File: src/include/eic_pkg.sv
/*
 * Shared constants for the external interrupt configuration block: register
 * indexes and byte addresses, field positions, reset values and bus states.
 * Assumes a Wishbone bus with byte addressing and one 32-bit word per register.
 */
package eic_pkg;
  localparam int unsigned ADR_W = 12;
  // Register indexes; the byte address is four times the index.
  localparam logic [7:0] CFG_IDX  = 8'he4;
  localparam logic [7:0] PRIO_IDX = 8'hf7;
  localparam logic [7:0] TCTL_IDX = 8'h40;
  localparam logic [ADR_W-1:0] CFG_ADDR  = {2'h0, CFG_IDX, 2'h0};
  localparam logic [ADR_W-1:0] PRIO_ADDR = {2'h0, PRIO_IDX, 2'h0};
  localparam logic [ADR_W-1:0] TCTL_ADDR = {2'h0, TCTL_IDX, 2'h0};
  localparam logic [7:0] CFG_RESET  = 8'h01;
  localparam logic [3:0] PRIO_RESET = 4'h0;
  localparam logic [1:0] TRIG_RESET = 2'h0;
  localparam logic [3:0] PRIO_UNUSED = 4'h0;
  // Pin configuration fields.
  localparam int unsigned FIRST_SEL_LSB  = 0;
  localparam int unsigned FIRST_POL_BIT  = 3;
  localparam int unsigned SECOND_SEL_LSB = 4;
  localparam int unsigned SECOND_POL_BIT = 7;
  // Timer control fields held here.
  localparam int unsigned FIRST_TRIG_BIT  = 0;
  localparam int unsigned FIRST_PEND_BIT  = 1;
  localparam int unsigned SECOND_TRIG_BIT = 2;
  localparam int unsigned SECOND_PEND_BIT = 3;
  // Second extended priority fields.
  localparam int unsigned SUPPLY_BIT = 0;
  localparam int unsigned MATCH_BIT  = 1;
  localparam int unsigned RTC_BIT    = 2;
  localparam int unsigned RADIO_BIT  = 3;

  typedef enum logic {BUS_IDLE, BUS_ANSWER} bus_state_t;

  function automatic logic [2:0] chan_sel(input logic [7:0] cfg, input logic ch);
    return ch ? cfg[SECOND_SEL_LSB +: 3] : cfg[FIRST_SEL_LSB +: 3];
  endfunction : chan_sel

  function automatic logic chan_pol(input logic [7:0] cfg, input logic ch);
    return ch ? cfg[SECOND_POL_BIT] : cfg[FIRST_POL_BIT];
  endfunction : chan_pol
endpackage : eic_pkg

File: src/include/irq_chan_if.sv
/*
 * Signals between the register logic and one external interrupt channel.
 * Assumes the register side drives configuration and the channel drives flags.
 */
interface irq_chan_if;
  logic [7:0] pins;
  logic [2:0] pin_sel;
  logic       polarity;
  logic       edge_mode;
  logic       vec_clear;
  logic       sw_write;
  logic       sw_value;
  logic       active;
  logic       rise;
  logic       pending;
  modport detect (input pins, pin_sel, polarity, edge_mode, vec_clear, sw_write,
                  sw_value, output active, rise, pending);
  modport ctrl (output pins, pin_sel, polarity, edge_mode, vec_clear, sw_write,
                sw_value, input active, rise, pending);
endinterface : irq_chan_if

File: src/hdl/ext_int_config.sv
/*
 * External interrupt configuration: two pin-selectable interrupt inputs with
 * polarity and trigger type, their pending flags, the second extended
 * priority register and the crossbar skip gating of port pin drive.
 * Assumes a classic Wishbone master, port pins synchronous to clk, and a CPU
 * that pulses vector_ack for one cycle when it vectors to a channel.
 */
// Our own choice: the Wishbone interface to the registers.
// Operation
// RL1 - Priority bits 7:4 read zero, writes ignored
// RL2 - Bit 3 sets radio serial priority
// RL3 - Bit 2 sets oscillator fail priority
// RL4 - Bit 1 sets port match priority
// RL5 - Bit 0 sets supply warning priority
// RL6 - Each input: polarity and edge/level independently
// RL7 - Trigger bit one is edge, zero level
// RL8 - Polarity bit one active high, zero low
// RL9 - Three-bit select picks port 0 pin
// RL10 - Inputs read pins without disturbing crossbar
// RL11 - Skipped pins are routed to no peripheral
// RL12 - Pending flags at control bits 1, 3
// RL13 - Edge sets flag; vectoring clears it
// RL14 - Level mode flag follows active input
// RL15 - Level source holds request until recognized
// RL16 - Level source drops request before return
// RL17 - Pin configuration resets to 0x01
// RL18 - Edge found from current and previous sample
module ext_int_config
  import eic_pkg::*;
(
  input  wire logic             clk,
  input  wire logic             rst,
  input  wire logic             wb_cyc_i,
  input  wire logic             wb_stb_i,
  input  wire logic             wb_we_i,
  input  wire logic [ADR_W-1:0] wb_adr_i,
  input  wire logic [3:0]       wb_sel_i,
  input  wire logic [31:0]      wb_dat_i,
  output logic [31:0]           wb_dat_o,
  output logic                  wb_ack_o,
  input  wire logic [7:0]       port0_pins,
  input  wire logic [1:0]       vector_ack,
  input  wire logic [7:0]       crossbar_skip,
  input  wire logic [7:0]       periph_pin_out,
  input  wire logic [7:0]       periph_pin_oe,
  output logic [7:0]            pin_out,
  output logic [7:0]            pin_oe,
  output logic                  first_input_pending,
  output logic                  second_input_pending,
  output logic                  radio_serial_irq_priority,
  output logic                  rtc_osc_fail_priority,
  output logic                  port_match_priority,
  output logic                  supply_warning_priority
);
  logic [7:0] cfg_reg;
  logic [7:0] cfg_next;
  logic [3:0] prio_reg;
  logic [3:0] prio_next;
  logic [1:0] trig_reg;
  logic [1:0] trig_next;
  logic       wr_commit;
  logic [7:0] rd_word;
  logic [1:0] pend;
  logic [1:0] rise;

  wire [ADR_W-1:0] word_adr = {wb_adr_i[ADR_W-1:2], 2'h0};
  wire             hit_cfg  = (word_adr == CFG_ADDR);
  wire             hit_prio = (word_adr == PRIO_ADDR);
  wire             hit_tctl = (word_adr == TCTL_ADDR);
  wire [7:0]       wbyte    = wb_dat_i[7:0];
  wire             wr_cfg   = wr_commit & hit_cfg;
  wire             wr_prio  = wr_commit & hit_prio;
  wire             wr_tctl  = wr_commit & hit_tctl;

  // Bus handshake and read data capture.
  wb_front u_front (
    .clk       (clk),
    .rst       (rst),
    .cyc       (wb_cyc_i),
    .stb       (wb_stb_i),
    .we        (wb_we_i),
    .sel0      (wb_sel_i[0]),
    .rd_word   (rd_word),
    .ack       (wb_ack_o),
    .dat_o     (wb_dat_o),
    .wr_commit (wr_commit)
  );

  // The timer control view holds only the trigger and pending bits of both
  // inputs; the timer bits of that register live in the timer block.
  wire [7:0] tctl_view = {4'h0, pend[1], trig_reg[1], pend[0], trig_reg[0]}; // RL12

  // Unmapped addresses still answer, reading zero and ignoring writes.
  assign rd_word = hit_cfg  ? cfg_reg :
                   hit_prio ? {PRIO_UNUSED, prio_reg} : // RL1
                   hit_tctl ? tctl_view : 8'h00;

  assign cfg_next  = wr_cfg  ? wbyte : cfg_reg;
  // Only the low nibble is stored, so upper written bits vanish.
  assign prio_next = wr_prio ? wbyte[3:0] : prio_reg; // RL1
  assign trig_next = wr_tctl ? {wbyte[SECOND_TRIG_BIT], wbyte[FIRST_TRIG_BIT]} : trig_reg; // RL7

  always_ff @(posedge clk or posedge rst) begin
    if (rst) begin
      cfg_reg  <= CFG_RESET; // RL17
      prio_reg <= PRIO_RESET;
      trig_reg <= TRIG_RESET;
    end else begin
      cfg_reg  <= cfg_next;
      prio_reg <= prio_next;
      trig_reg <= trig_next;
    end
  end

  assign radio_serial_irq_priority = prio_reg[RADIO_BIT]; // RL2
  assign rtc_osc_fail_priority     = prio_reg[RTC_BIT]; // RL3
  assign port_match_priority       = prio_reg[MATCH_BIT]; // RL4
  assign supply_warning_priority   = prio_reg[SUPPLY_BIT]; // RL5

  // Both channels are identical apart from which fields they take.
  irq_chan_if chan [2] ();
  genvar g;
  generate
    for (g = 0; g < 2; g++) begin : g_chan
      assign chan[g].pins      = port0_pins; // RL10
      assign chan[g].pin_sel   = chan_sel(cfg_reg, 1'(g)); // RL9
      assign chan[g].polarity  = chan_pol(cfg_reg, 1'(g)); // RL6 RL8
      assign chan[g].edge_mode = trig_reg[g]; // RL6 RL7
      assign chan[g].vec_clear = vector_ack[g]; // RL13
      assign chan[g].sw_write  = wr_tctl;
      assign chan[g].sw_value  = g ? wbyte[SECOND_PEND_BIT] : wbyte[FIRST_PEND_BIT];
      assign pend[g]           = chan[g].pending;
      assign rise[g]           = chan[g].rise;
      irq_detect u_det (
        .clk (clk),
        .rst (rst),
        .ch  (chan[g])
      );
    end
  endgenerate

  assign first_input_pending  = pend[0]; // RL12
  assign second_input_pending = pend[1]; // RL12

  // A skipped pin belongs to the interrupt inputs alone, so the peripheral
  // loses its drive there; the inputs themselves never touch pin drive.
  assign pin_out = periph_pin_out & ~crossbar_skip; // RL11
  assign pin_oe  = periph_pin_oe & ~crossbar_skip; // RL11 RL10

  // Level sources must keep and then drop the request on their own; the
  // flag tracks the pin, so a source that holds on re-requests.

  // Helper views for the checks below.
  wire [2:0] sel0_w = cfg_reg[FIRST_SEL_LSB +: 3];
  wire [2:0] sel1_w = cfg_reg[SECOND_SEL_LSB +: 3];
  wire       pin0_w = port0_pins[sel0_w];
  wire       pin1_w = port0_pins[sel1_w];
  wire       pol0_w = cfg_reg[FIRST_POL_BIT];
  wire       pol1_w = cfg_reg[SECOND_POL_BIT];
  wire       prio_rd = wb_ack_o & ~wb_we_i & hit_prio;
endmodule : ext_int_config

File: src/hdl/irq_detect.sv
/*
 * One external interrupt channel: pin selection, polarity, edge or level flag.
 * Assumes port pins are synchronous to clk and the clear request is a pulse.
 */
module irq_detect
  import eic_pkg::*;
(
  input wire logic    clk,
  input wire logic    rst,
  irq_chan_if.detect  ch
);
  logic sample_reg;
  logic prev_reg;
  logic edge_reg;
  logic edge_next;
  wire  clear_now = ch.vec_clear | (ch.sw_write & ~ch.sw_value);
  wire  set_now   = ch.sw_write & ch.sw_value;

  // The pin is only read here, so its crossbar owner is never disturbed.
  assign ch.active = ~(sample_reg ^ ch.polarity); // RL8
  assign ch.rise   = ch.active & ~prev_reg; // RL18

  // A new edge wins over a clear in the same cycle. The flag is emptied in
  // level mode so that a later switch to edge mode starts clean.
  assign edge_next = ch.edge_mode & (ch.rise | set_now | (edge_reg & ~clear_now)); // RL13

  // Level mode shows the input itself; edge mode shows the latched flag.
  assign ch.pending = ch.edge_mode ? edge_reg : ch.active; // RL7 RL14

  always_ff @(posedge clk or posedge rst) begin
    if (rst) begin
      sample_reg <= 1'b1;
      prev_reg   <= 1'b1;
      edge_reg   <= 1'b0;
    end else begin
      sample_reg <= ch.pins[ch.pin_sel]; // RL9 RL10
      prev_reg   <= ch.active; // RL18
      edge_reg   <= edge_next;
    end
  end
endmodule : irq_detect

File: src/hdl/wb_front.sv
/*
 * Classic Wishbone slave handshake: one wait cycle, then a one-cycle ack.
 * Assumes the master holds its request until ack and then drops cyc and stb.
 */
module wb_front
  import eic_pkg::*;
(
  input  wire logic        clk,
  input  wire logic        rst,
  input  wire logic        cyc,
  input  wire logic        stb,
  input  wire logic        we,
  input  wire logic        sel0,
  input  wire logic [7:0]  rd_word,
  output logic             ack,
  output logic [31:0]      dat_o,
  output logic             wr_commit
);
  bus_state_t state_reg;
  bus_state_t state_next;
  wire        req = cyc & stb;

  assign state_next = (state_reg == BUS_IDLE && req) ? BUS_ANSWER : BUS_IDLE;
  assign ack        = (state_reg == BUS_ANSWER);
  // Writes land on the edge that samples ack, never earlier.
  assign wr_commit  = ack & req & we & sel0;

  always_ff @(posedge clk or posedge rst) begin
    if (rst) begin
      state_reg <= BUS_IDLE;
      dat_o     <= 32'h0;
    end else begin
      state_reg <= state_next;
      if (state_reg == BUS_IDLE && req) begin
        dat_o <= {24'h0, rd_word};
      end
    end
  end
endmodule : wb_front

File: config.mk
export PLATFORM = sky130hd
export DESIGN_NAME = ext_int_config
export DESIGN_NICKNAME = d
export VERILOG_FILES = /design/src/include/eic_pkg.sv /design/src/include/irq_chan_if.sv /design/src/hdl/ext_int_config.sv /design/src/hdl/irq_detect.sv /design/src/hdl/wb_front.sv
export SDC_FILE = /design/constraint.sdc
export NUM_CORES = 1
export LEC_CHECK = 0
export BUFFER_PORTS_ARGS = -buffer_cell sky130_fd_sc_hd__buf_2
export CELL_PAD_IN_SITES_DETAIL_PLACEMENT = 1
export CELL_PAD_IN_SITES_GLOBAL_PLACEMENT = 2
export CORE_AREA = 2 2 99 101
export CTS_BUF_LIST = sky130_fd_sc_hd__clkbuf_8
export DETAILED_ROUTE_END_ITERATION = 6
export DIE_AREA = 0 0 101 103
export PLACE_DENSITY = 0.75
export RECOVER_POWER = 25
export SYNTH_ARGS = -nofsm -noshare
export SYNTH_HDL_FRONTEND = slang
export SYNTH_SLANG_ARGS = --single-unit
File: constraint.sdc
create_clock -name clk -period 1.4 [get_ports clk]
set_input_delay 0.28 -clock clk [delete_from_list [all_inputs] [get_ports clk]]
set_output_delay 0.28 -clock clk [all_outputs]
set_load 0.01 [all_outputs]
Word level (Yosys, flattened, before mapping)
Cells that the tools add are included.
Widths: inputs -> output; s select.
- register bits: 29
- input bits: 87
- output and inout port bits: 55
- logic and storage cells: 64
- magnitude comparators: 2
- equal/unequal tests: 3
- muxes and demuxes: 10
- bitwise gates (word level): 37
- reduce and logical (&&, ||, !) cells: 1
- operator list (cell ; count):
    $eq 10x8->1 const B ; 2
    $and 1x1->1 ; 17
    $and 8x8->8 ; 2
    $eq 10x7->1 const B ; 1
    $not 1->1 ; 9
    $lt 3x4->1 const B ; 2
    $mux 4 ; 2
    $mux 8 ; 1
    $not 8->8 ; 1
    $bmux 1 s3 ; 2
    $or 1x1->1 ; 6
    $mux 1 ; 5
    $xor 1x1->1 ; 2
    $logic_and 1x1->1 ; 1

Logic depth before layout (Yosys ltp)
Gate-level depths: netlist (run 1).
- word-level depth: 11
- mapped depth: 6
- mapped depth without buffers: 5

Cells and area by module
A second synthesis (run 1) with hierarchy kept.
- cells, all modules: 163
- area total of the unflattened synthesis: 1838.0 µm²
- modules (own cells, without submodules) (module ; instances ; cells each ; area an instance (µm²) ; sequential area each (µm²)):
    ext_int_config ; 1 ; 85 ; 918.4 ; 351.6
    wb_front ; 1 ; 48 ; 539.3 ; 225.2
    irq_detect ; 2 ; 15 ; 190.2 ; 77.6

Worst setup path after synthesis (run 1)
OpenSTA, ideal clock, no wires.
- kind: input to register
- start point: input port wb_adr_i[3]
- end point: register trig_reg[0]
- setup time: 0.128 ns
- arrival: 1.553 ns
- data required time: 1.272 ns
- path slack: -0.281 ns
- cell stages on the path: 4
- buffers on the path: 0
- cells stage by stage: or3_1 or4_4 nor2_2 mux2_1
- word-level cells in the longest chain between the ends: 2
- RTL lines (what ; RTL line ; text):
    from (decl) ; ext_int_config.sv:36 ; input wire logic [ADR_W-1:0] wb_adr_i,
    $eq 10x7->1 ; ext_int_config.sv:69 ; wire hit_tctl = (word_adr == TCTL_ADDR);
    $and 1x1->1 ; ext_int_config.sv:73 ; wire wr_tctl = wr_commit & hit_tctl;
    to (signal assigned) ; ext_int_config.sv:111 ; trig_reg <= trig_next;
    to (decl) ; ext_int_config.sv:59 ; logic [1:0] trig_reg;
No other way between the ends.
A chain may end at the register's enable or synchronous reset.

Worst setup path in the final report (run 1)
- start point: register g_chan[1].u_det.sample_reg
- end point: output port second_input_pending
- word-level cells in the longest chain between the ends: 3
- RTL lines (what ; RTL line ; text):
    from (decl) ; irq_detect.sv:12 ; logic sample_reg;
    from (signal assigned) ; irq_detect.sv:36 ; sample_reg <= ch.pins[ch.pin_sel];
    $xor 1x1->1 ; irq_detect.sv:20 ; assign ch.active = ~(sample_reg ^ ch.polarity);
    $not 1->1 ; irq_detect.sv:20 ;
    $mux 1 ; irq_detect.sv:28 ; assign ch.pending = ch.edge_mode ? edge_reg : ch.active;
    to (decl) ; ext_int_config.sv:49 ; output logic second_input_pending,
No other way between the ends.

==> metrics, run 1 <==
final hold vios 0; CP max stage cell dfstp_2; Initial Util 18.29%; Clock transition at path regs 0.06 ns; hold buffers post-CTS 0; die area 10400 sq um; P_int 0.001581 W; GRT overflow 0; final setup fails 6; core area 9459 sq um; area leader, netlist dfrtp_1; DP Cell Count 382; critical path class reg2out; Slew Viols, Final 0; Post-synth EDFFs 0; crit end category primary output; ratio of cells with drive above 1 in the final layout 58.78%; diode count 0; maximum root-to-sink buffer count 2; Setup TNS -0.4424 ns; clk_lat worst skew 0.28 ns; Gate power share 15.7%; delay of the slowest critical-path stage 0.57 ns; Die Width 101 um; outcome complete, but fails checks; Worst Skew 0.002395 ns; worst vdd ir 0.2786 mV; FF+latch count, synth 29; DP HPWL 4384 um; area delta synth->final 54.45%; post-layout net count 365; IO Count 142; Final Cycle Share 109.2%; DRT Pass-1 Iters 4; Startpoint Class flip-flop; Cells after Synth 163; Slew headroom 51.43%; DRC 0; Rows 36; Iteration-0 DRC Markers 52; violated checks setup timing; worst path buffer plus inverter count 1; Mapped Area 1730 sq um; Wirelength per Cell 13.67 um; post-placement cell area 2397 sq um; Post-Layout Cell Count 393; Critical Path RT 1.12 ns; Sink Count 29; Pleak 1.375 nW; pre-CTS setup slack -0.4389 ns; post-detailed-routing wire length 5374 um; Unique masters post-synth 32; Clk network pwr share 42.8%; Post-Layout Inst Area 2673 sq um; Least-Margin Pin Slew 0.7286 ns; vias 1556; P_sw 0.0004847 W; routability congestion estimate 0.8112; Chip Height 103 um; Yosys top cell area share 34.71%; root buf cell clkbuf_8; switching share of power 23.47%; CTS tree built; Synth warnings 0; vias in the first global route 1687; post-synthesis sequential area ratio 42.30%; ys flop type dfrtp_1; RSZ-0062 raised after global routing true; Num CTS Buffers 5; worst hold path type in2async; pwr dens 772.7 nW/um^2; H-Tree Depth 2; PortBufs 88; initial antenna violation count 0; top cells by area, synth dfrtp_1, buf_4, mux2_2; Final Worst Setup Slack -0.1290 ns; Min Clock Period, post-route 1.529 ns; final antenna-violating net count 0; largest net degree at the start of global routing 30; FFs w/ async S/R, synth 100.0%; CP top delay family flip-flops; first-pass GRT wire length 8135 um; GRT Util Overall 10.47%; register share of total power 41.5%; Syn Area/Cell 10.62 sq um; fmax 654.0 MHz; maxcap violations 0; CP max FO 2; crit-path cells xor2_4 -> o21ai_2 -> buf_2; critical path data arrival time 1.25 ns; Via density 3.959
[worst paths after layout]
| path | endpoint | from | slack [ns] | cells after the start |
|---|---|---|---|---|
| max | second_input_pending | g_chan[1].u_det.sample_reg | -0.13 | 3 |
| min | cfg_reg[5] | rst | 0.19 | 3 |
| max reg2reg | g_chan[0].u_det.sample_reg | cfg_reg[0] | -0.02 | 2 |
| min reg2reg | u_front.dat_o[6] | u_front.dat_o[6] | 0.46 | 2 |
| max in group asynchronous | cfg_reg[7] | rst | 0.70 | 3 |
| min in group clk | cfg_reg[5] | wb_dat_i[5] | 0.23 | 2 |
[what timing repair did]
action,4_1_cts,5_1_grt
setup buffers,1,3
pin swaps,4,8
resized for setup,21,11
endpoints found under the hold margin,0,0
endpoints found under the setup margin,21,22
[placed cells by master (no fill, tap or decap), types with 2 or more instances in the layout]
cell,n
nor2_1,6
and3_1,3
dfrtp_2,2
mux2_4,10
mux2_2,6
a31oi_1,2
buf_6,2
dfrtp_1,22
conb_1,24
nand3_1,6
xor2_4,2
nor2b_1,18
a2bb2oi_1,3
buf_2,85
o31ai_1,3
buf_4,20
dfstp_2,5
a21oi_1,4
inv_1,4
clkbuf_8,6
o21ai_2,2
nand2_1,15
mux4_2,4
[worst reg2reg max path, delay by kind of cell (launching register included)]
kind | cells | cell delay [ns]
muxes | 2 | 0.78
DFF | 1 | 0.56
[per-layer routing]
metal  up-vias  global-route usage (%)  wire, um
met5         -                       0         0
met4         0                   4.470       117
met3         7                   3.051       364
met2        58                   19.18      2929
met1       738                   11.27      1963
li1        753                       -         -
[through the flow]
stage	power [W]	hold slack, ns	util [%]
after floorplan	0.001043	0.3544	-
after global placement	0.001161	0.3783	25.34
after detailed placement	0.001171	0.3789	25.34
after CTS	0.002095	0.07398	27.75
after global routing	0.002164	0.2248	28.25
final	0.002065	0.1945	28.25
[area by class of cell]
class	count	area [sq um]
Clock buffer	6	82.58
Clock inverter	2	33.78
Fill cell	1119	6787
Inverter	4	15.01
Multi-Input combinational cell	128	1026
Sequential cell	29	734.5
Tap cell	114	142.6
Timing Repair Buffer	110	638.1
[logic make-up (layout without fill, tap and decap cells)]
family / count (synthesis) / in the layout / synth area share, %
other: 1 / 24 / 0.2167
buffers and inverters: 29 / 122 / 11.50
xor gates and xnor gates: 2 / 2 / 1.012
DFF: 29 / 29 / 42.30
muxes: 20 / 20 / 15.62
and+or+nand+nor: 62 / 62 / 21.69
AOI/OAI and AO/OA: 20 / 20 / 7.664
[power groups by stage]
stage | Sequential, W | Combinational (W) | Clock, W
floorplan | 0.000869 | 0.000174 | 0
global placement | 0.000869 | 0.000292 | 0
detailed placement | 0.000869 | 0.000302 | 0
CTS | 0.000857 | 0.000322 | 0.000916
global route | 0.000858 | 0.000361 | 0.000946
finish | 0.000857 | 0.000324 | 0.000884
[cell usage after synthesis (2+ instances only)]
cell       instances
mux2_1             2
inv_1              4
buf_4             24
o31ai_1            4
xor2_1             2
o21ai_0            4
a21boi_0           2
and3_1             4
nor2b_1           18
nand3_1            7
a31oi_1            2
a21oi_1            4
nand2_1           16
mux2_2            14
mux4_2             4
dfrtp_1           24
a2bb2oi_1          4
dfstp_2            5
nor2_1             6
No activity file was read; power rests on OpenSTA's default activity.
==> run 2: changes to the inputs <==
- CORE_AREA: 2 2 99 101 -> 2 2 102 104
- CTS_BUF_LIST: sky130_fd_sc_hd__clkbuf_8 -> not set
- DIE_AREA: 0 0 101 103 -> 0 0 104 106
- PLACE_DENSITY: 0.75 -> 0.72
==> run 2 against run 1 <==
The run still ends with setup timing left. Clock power shrank 23%. Hold slack got worse by 0.0049 ns. Register-to-register slack about the same. Die area is 6.0% higher. Setup slack lost 0.028 ns. First-iteration DRC count down 23%.
==> metrics, run 2 (synthesized netlist as in run 1, its figures left out) <==
Rows 37 (was 36); vias in the first global route 1713 (was 1687); DRC 0 (unchanged); Layout fillers 1189 (was 1119); Via density 3.796 (was 3.959); Final Cycle Share 111.2% (was 109.2%); crit end category primary output (unchanged); Setup TNS -0.6256 ns (was -0.4424 ns); Clock transition at path regs 0.07 ns (was 0.06 ns); PortBufs 88 (unchanged); root buf cell clkbuf_8 (unchanged); Wirelength per Cell 13.13 um (was 13.67 um); IO Count 142 (unchanged); Final Total Pwr 0.001855 W (was 0.002065 W); DR top layer met5 (was met4); Chip Height 106 um (was 103 um); Least-Margin Pin Slew 0.7294 ns (was 0.7286 ns); worst hold path type in2async (unchanged); CP max FO 2 (unchanged); Worst Skew 0.004930 ns (was 0.002395 ns); Multi-input gate area 1040 sq um (was 1026 sq um); Slew Viols, Final 0 (unchanged); Final Worst Setup Slack -0.1574 ns (was -0.1290 ns); Initial Util 17.30% (was 18.29%); GRT Util Overall 10.22% (was 10.47%); core area 10000 sq um (was 9459 sq um); Sink Count 29 (unchanged); Slew headroom 51.37% (was 51.43%); area delta synth->final 56.25% (was 54.45%); Num CTS Buffers 5 (unchanged); diode count 0 (unchanged); maxcap violations 0 (unchanged); vias 1583 (was 1556); final hold vios 0 (unchanged); register area 734.5 sq um (unchanged); outcome complete, but fails checks (unchanged); GRT overflow 0 (unchanged); first-pass GRT wire length 8832 um (was 8135 um); DP HPWL 4573 um (was 4384 um); critical path class reg2out (unchanged); critical path data arrival time 1.28 ns (was 1.25 ns); DRT Pass-1 Iters 4 (unchanged); violated checks setup timing (unchanged); CTS tree built (unchanged); fmax 642.1 MHz (was 654.0 MHz); WL met1 2062 um (was 1963 um); post-detailed-routing wire length 5476 um (was 5374 um); H-Tree Depth 2 (unchanged); ratio of cells with drive above 1 in the final layout 60.50% (was 58.78%); hold slack final 0.1896 ns (was 0.1945 ns); die area 11020 sq um (was 10400 sq um); routability congestion estimate 0.8006 (was 0.8112); met2 wire length 2925 um (was 2929 um); Die Width 104 um (was 101 um); Critical Path RT 1.12 ns (about the same); clk_lat worst skew 0.28 ns (about the same); most frequent cells in the layout buf_2, conb_1, dfrtp_1 (unchanged); RSZ-0062 raised after global routing true (unchanged); pwr dens 686.2 nW/um^2 (was 772.7 nW/um^2); maximum root-to-sink buffer count 2 (unchanged); Pleak 1.371 nW (was 1.375 nW); post-layout net count 367 (was 365); pre-CTS setup slack -0.4203 ns (was -0.4389 ns); initial antenna violation count 1 (was 0); Iteration-0 DRC Markers 40 (was 52); worst vdd ir 0.3004 mV (was 0.2786 mV); final setup fails 11 (was 6); largest net degree at the start of global routing 30 (unchanged); Min Clock Period, post-route 1.557 ns (was 1.529 ns); hold buffers post-CTS 0 (unchanged); final antenna-violating net count 0 (unchanged); commonest non-fill, non-tap cell in the layout buf_2 (unchanged); met3 wire length 406 um (was 364 um); Startpoint Class flip-flop (unchanged)
==> run 2: cell type report <==
cell class                      instances  share of cell area, %
Clock inverter                          3                 0.6478
Multi-Input combinational cell        128                  38.45
Tap cell                              136                  6.293
Clock buffer                            5                  2.545
Timing Repair Buffer                  112                  24.34
Inverter                                4                 0.5553
Sequential cell                        29                  27.16
==> run 2: timing repair <==
| item | CTS | global route |
|---|---|---|
| pin swaps | 4 | 10 |
| buffers inserted | 1 | 1 |
| resized for setup | 24 | 16 |
| endpoints found under the setup margin | 16 | 22 |
| hold endpoints to repair | 0 | 0 |
==> run 2: through the flow <==
stage                     cells  util, %  instance area [sq um]
after floorplan             186        -                   1843
after global placement      407    24.35                   2435
after detailed placement    407    24.35                   2435
after CTS                   416    26.30                   2630
after global routing        417    27.04                   2704
final                       417    27.04                   2704
==> run 2: worst max-delay path, cell delays in order (launching register included) <==
cell and delay [ns]:
dfstp_2 0.58, xor2_4 0.19, o21ai_2 0.09, buf_2 0.15
==> run 2: path summary, 6_finish.rpt <==
check | startpoint | to | slack [ns] | cells past startpoint
max reg2reg | cfg_reg[0] | g_chan[0].u_det.sample_reg | -0.03 | 2
max in group asynchronous | rst | cfg_reg[3] | 0.70 | 3
max | g_chan[1].u_det.sample_reg | second_input_pending | -0.16 | 3
min | rst | u_front.dat_o[6] | 0.19 | 3
min reg2reg | u_front.dat_o[7] | u_front.dat_o[7] | 0.46 | 2
min in group clk | wb_dat_i[4] | cfg_reg[4] | 0.23 | 2
==> run 2: layer usage <==
metal	up-vias	GRT usage [%]
li1	755	-
met4	2	4.440
met1	752	11.23
met3	8	2.882
met5	-	0
met2	66	18.42
==> run 2: power breakdown <==
group,switching (W),internal (W),total [W]
Sequential,0.00000631,0.000851,0.000857
Clock,0.000335,0.000342,0.000677
Combinational,0.000165,0.000156,0.000321
==> run 3: changes to the inputs <==
- TNS_END_PERCENT: not set -> 50
==> run 3 against run 2 <==
The run still ends with setup timing left. Combinational power about the same. Wire length increased by 0.27%. First-iteration DRC count increased by 70%. Critical endpoint is now first_input_pending. Largest cell class unchanged. Largest power group unchanged.
==> metrics, run 3 (synthesized netlist as in run 1, its figures left out) <==
commonest non-fill, non-tap cell in the layout buf_2 (unchanged); register area 733.2 sq um (was 734.5 sq um); Multi-input gate area 1025 sq um (was 1040 sq um); Slew headroom 49.42% (was 51.37%); root buf cell clkbuf_8 (unchanged); Sink Count 29 (unchanged); Layout fillers 1206 (was 1189); post-layout net count 366 (was 367); clk_lat worst skew 0.28 ns (about the same); diode count 0 (unchanged); Final Worst Setup Slack -0.1388 ns (was -0.1574 ns); DRT Pass-1 Iters 5 (was 4); final antenna-violating net count 0 (unchanged); post-detailed-routing wire length 5491 um (was 5476 um); core area 10000 sq um (unchanged); largest net degree at the start of global routing 30 (unchanged); worst vdd ir 0.2525 mV (was 0.3004 mV); crit end category primary output (unchanged); critical path class reg2out (unchanged); post-placement cell area 2442 sq um (was 2435 sq um); CTS tree built (unchanged); H-Tree Depth 2 (unchanged); Iteration-0 DRC Markers 68 (was 40); die area 11020 sq um (unchanged); ratio of cells with drive above 1 in the final layout 58.93% (was 60.50%); pwr dens 688.7 nW/um^2 (was 686.2 nW/um^2); outcome complete, but fails checks (unchanged); RSZ-0062 raised after global routing true (unchanged); vias 1586 (was 1583); DRC 0 (unchanged); IO Count 142 (unchanged); CP max FO 2 (unchanged); final setup fails 5 (was 11); Clock transition at path regs 0.07 ns (about the same); Die Width 104 um (unchanged); initial antenna violation count 0 (was 1); Worst Skew 0.007330 ns (was 0.004930 ns); Startpoint Class flip-flop (unchanged); Least-Margin Pin Slew 0.7587 ns (was 0.7294 ns); GRT Util Overall 10.09% (was 10.22%); GRT overflow 0 (unchanged); Final Cycle Share 109.9% (was 111.2%); PortBufs 88 (unchanged); fmax 649.9 MHz (was 642.1 MHz); Min Clock Period, post-route 1.539 ns (was 1.557 ns); met1 usage 11.18% (was 11.23%); M2 GR Usage 17.48% (was 18.42%); maxcap violations 0 (unchanged); Pleak 1.374 nW (was 1.371 nW); Chip Height 106 um (unchanged); critical path data arrival time 1.26 ns (was 1.28 ns); Initial Util 17.30% (unchanged); Wirelength per Cell 13.20 um (was 13.13 um); DP HPWL 4475 um (was 4573 um); worst hold path type in2async (unchanged); Setup TNS -0.4519 ns (was -0.6256 ns); area delta synth->final 55.10% (was 56.25%); Rows 37 (unchanged); Finished Core Util 26.84% (was 27.04%); first-pass GRT wire length 8597 um (was 8832 um); Via density 3.813 (was 3.796); Post-Layout Inst Area 2684 sq um (was 2704 sq um); vias in the first global route 1611 (was 1713); most frequent cells in the layout buf_2, conb_1, dfrtp_1 (unchanged); violated checks setup timing (unchanged); Slew Viols, Final 0 (unchanged); Num CTS Buffers 5 (unchanged); global route hottest layer met2 (unchanged); maximum root-to-sink buffer count 2 (unchanged); routability congestion estimate 0.7837 (was 0.8006); final hold vios 0 (unchanged); met3 GRT Util 3.617% (was 2.882%); Critical Path RT 1.12 ns (about the same); pre-CTS setup slack -0.4050 ns (was -0.4203 ns)
## run 3: metrics by stage
stage	hold WS [ns]	std cells	total power, W
global route	0.2187	416	0.001951
floorplan	0.3544	186	0.001042
global placement	0.3823	407	0.001161
finish	0.2129	416	0.001848
detailed placement	0.3887	407	0.001169
CTS	0.08755	416	0.001870
## run 3: final cells by class
cell class	count	area share, %
flip-flops and latches	29	27.32
repair buffers	111	24.52
clock inverters	2	0.3730
clock buffers	6	2.704
inverters	4	0.5594
well taps	136	6.340
multi-input cells	128	38.18
## run 3: path summary, 6_finish.rpt
path | cells after the start | slack (ns) | endpoint | startpoint
max | 3 | -0.14 | first_input_pending | g_chan[0].u_det.sample_reg
min | 3 | 0.21 | u_front.dat_o[6] | rst
max reg2reg | 2 | -0.02 | g_chan[0].u_det.sample_reg | cfg_reg[0]
min reg2reg | 2 | 0.46 | u_front.dat_o[6] | u_front.dat_o[6]
max in group asynchronous | 3 | 0.66 | cfg_reg[7] | rst
min in group clk | 2 | 0.23 | cfg_reg[5] | wb_dat_i[5]
## run 3: what timing repair did
item | CTS | global route
hold buffers | 0 | 0
endpoints found under the setup margin | 21 | 23
pin swaps | 8 | 6
gates resized for setup | 23 | 12
setup buffers | 1 | 0
## run 3: critical path: stages (launching register included)
cell and delay, ns:
dfstp_2 0.57, xor2_4 0.18, o21ai_2 0.08, buf_2 0.14
## run 3: power by group
group	internal, W	switching [W]	total (W)
Clock	0.000344	0.000327	0.000671
Sequential	0.000851	0.00000613	0.000857
Combinational	0.000156	0.000164	0.000320
## run 3: layer usage
layer  vias to the layer above  wire [um]
li1                        755          -
met1                       765       2122
met2                        62       2876
met3                         4        418
met4                         0         73
met5                         -          0
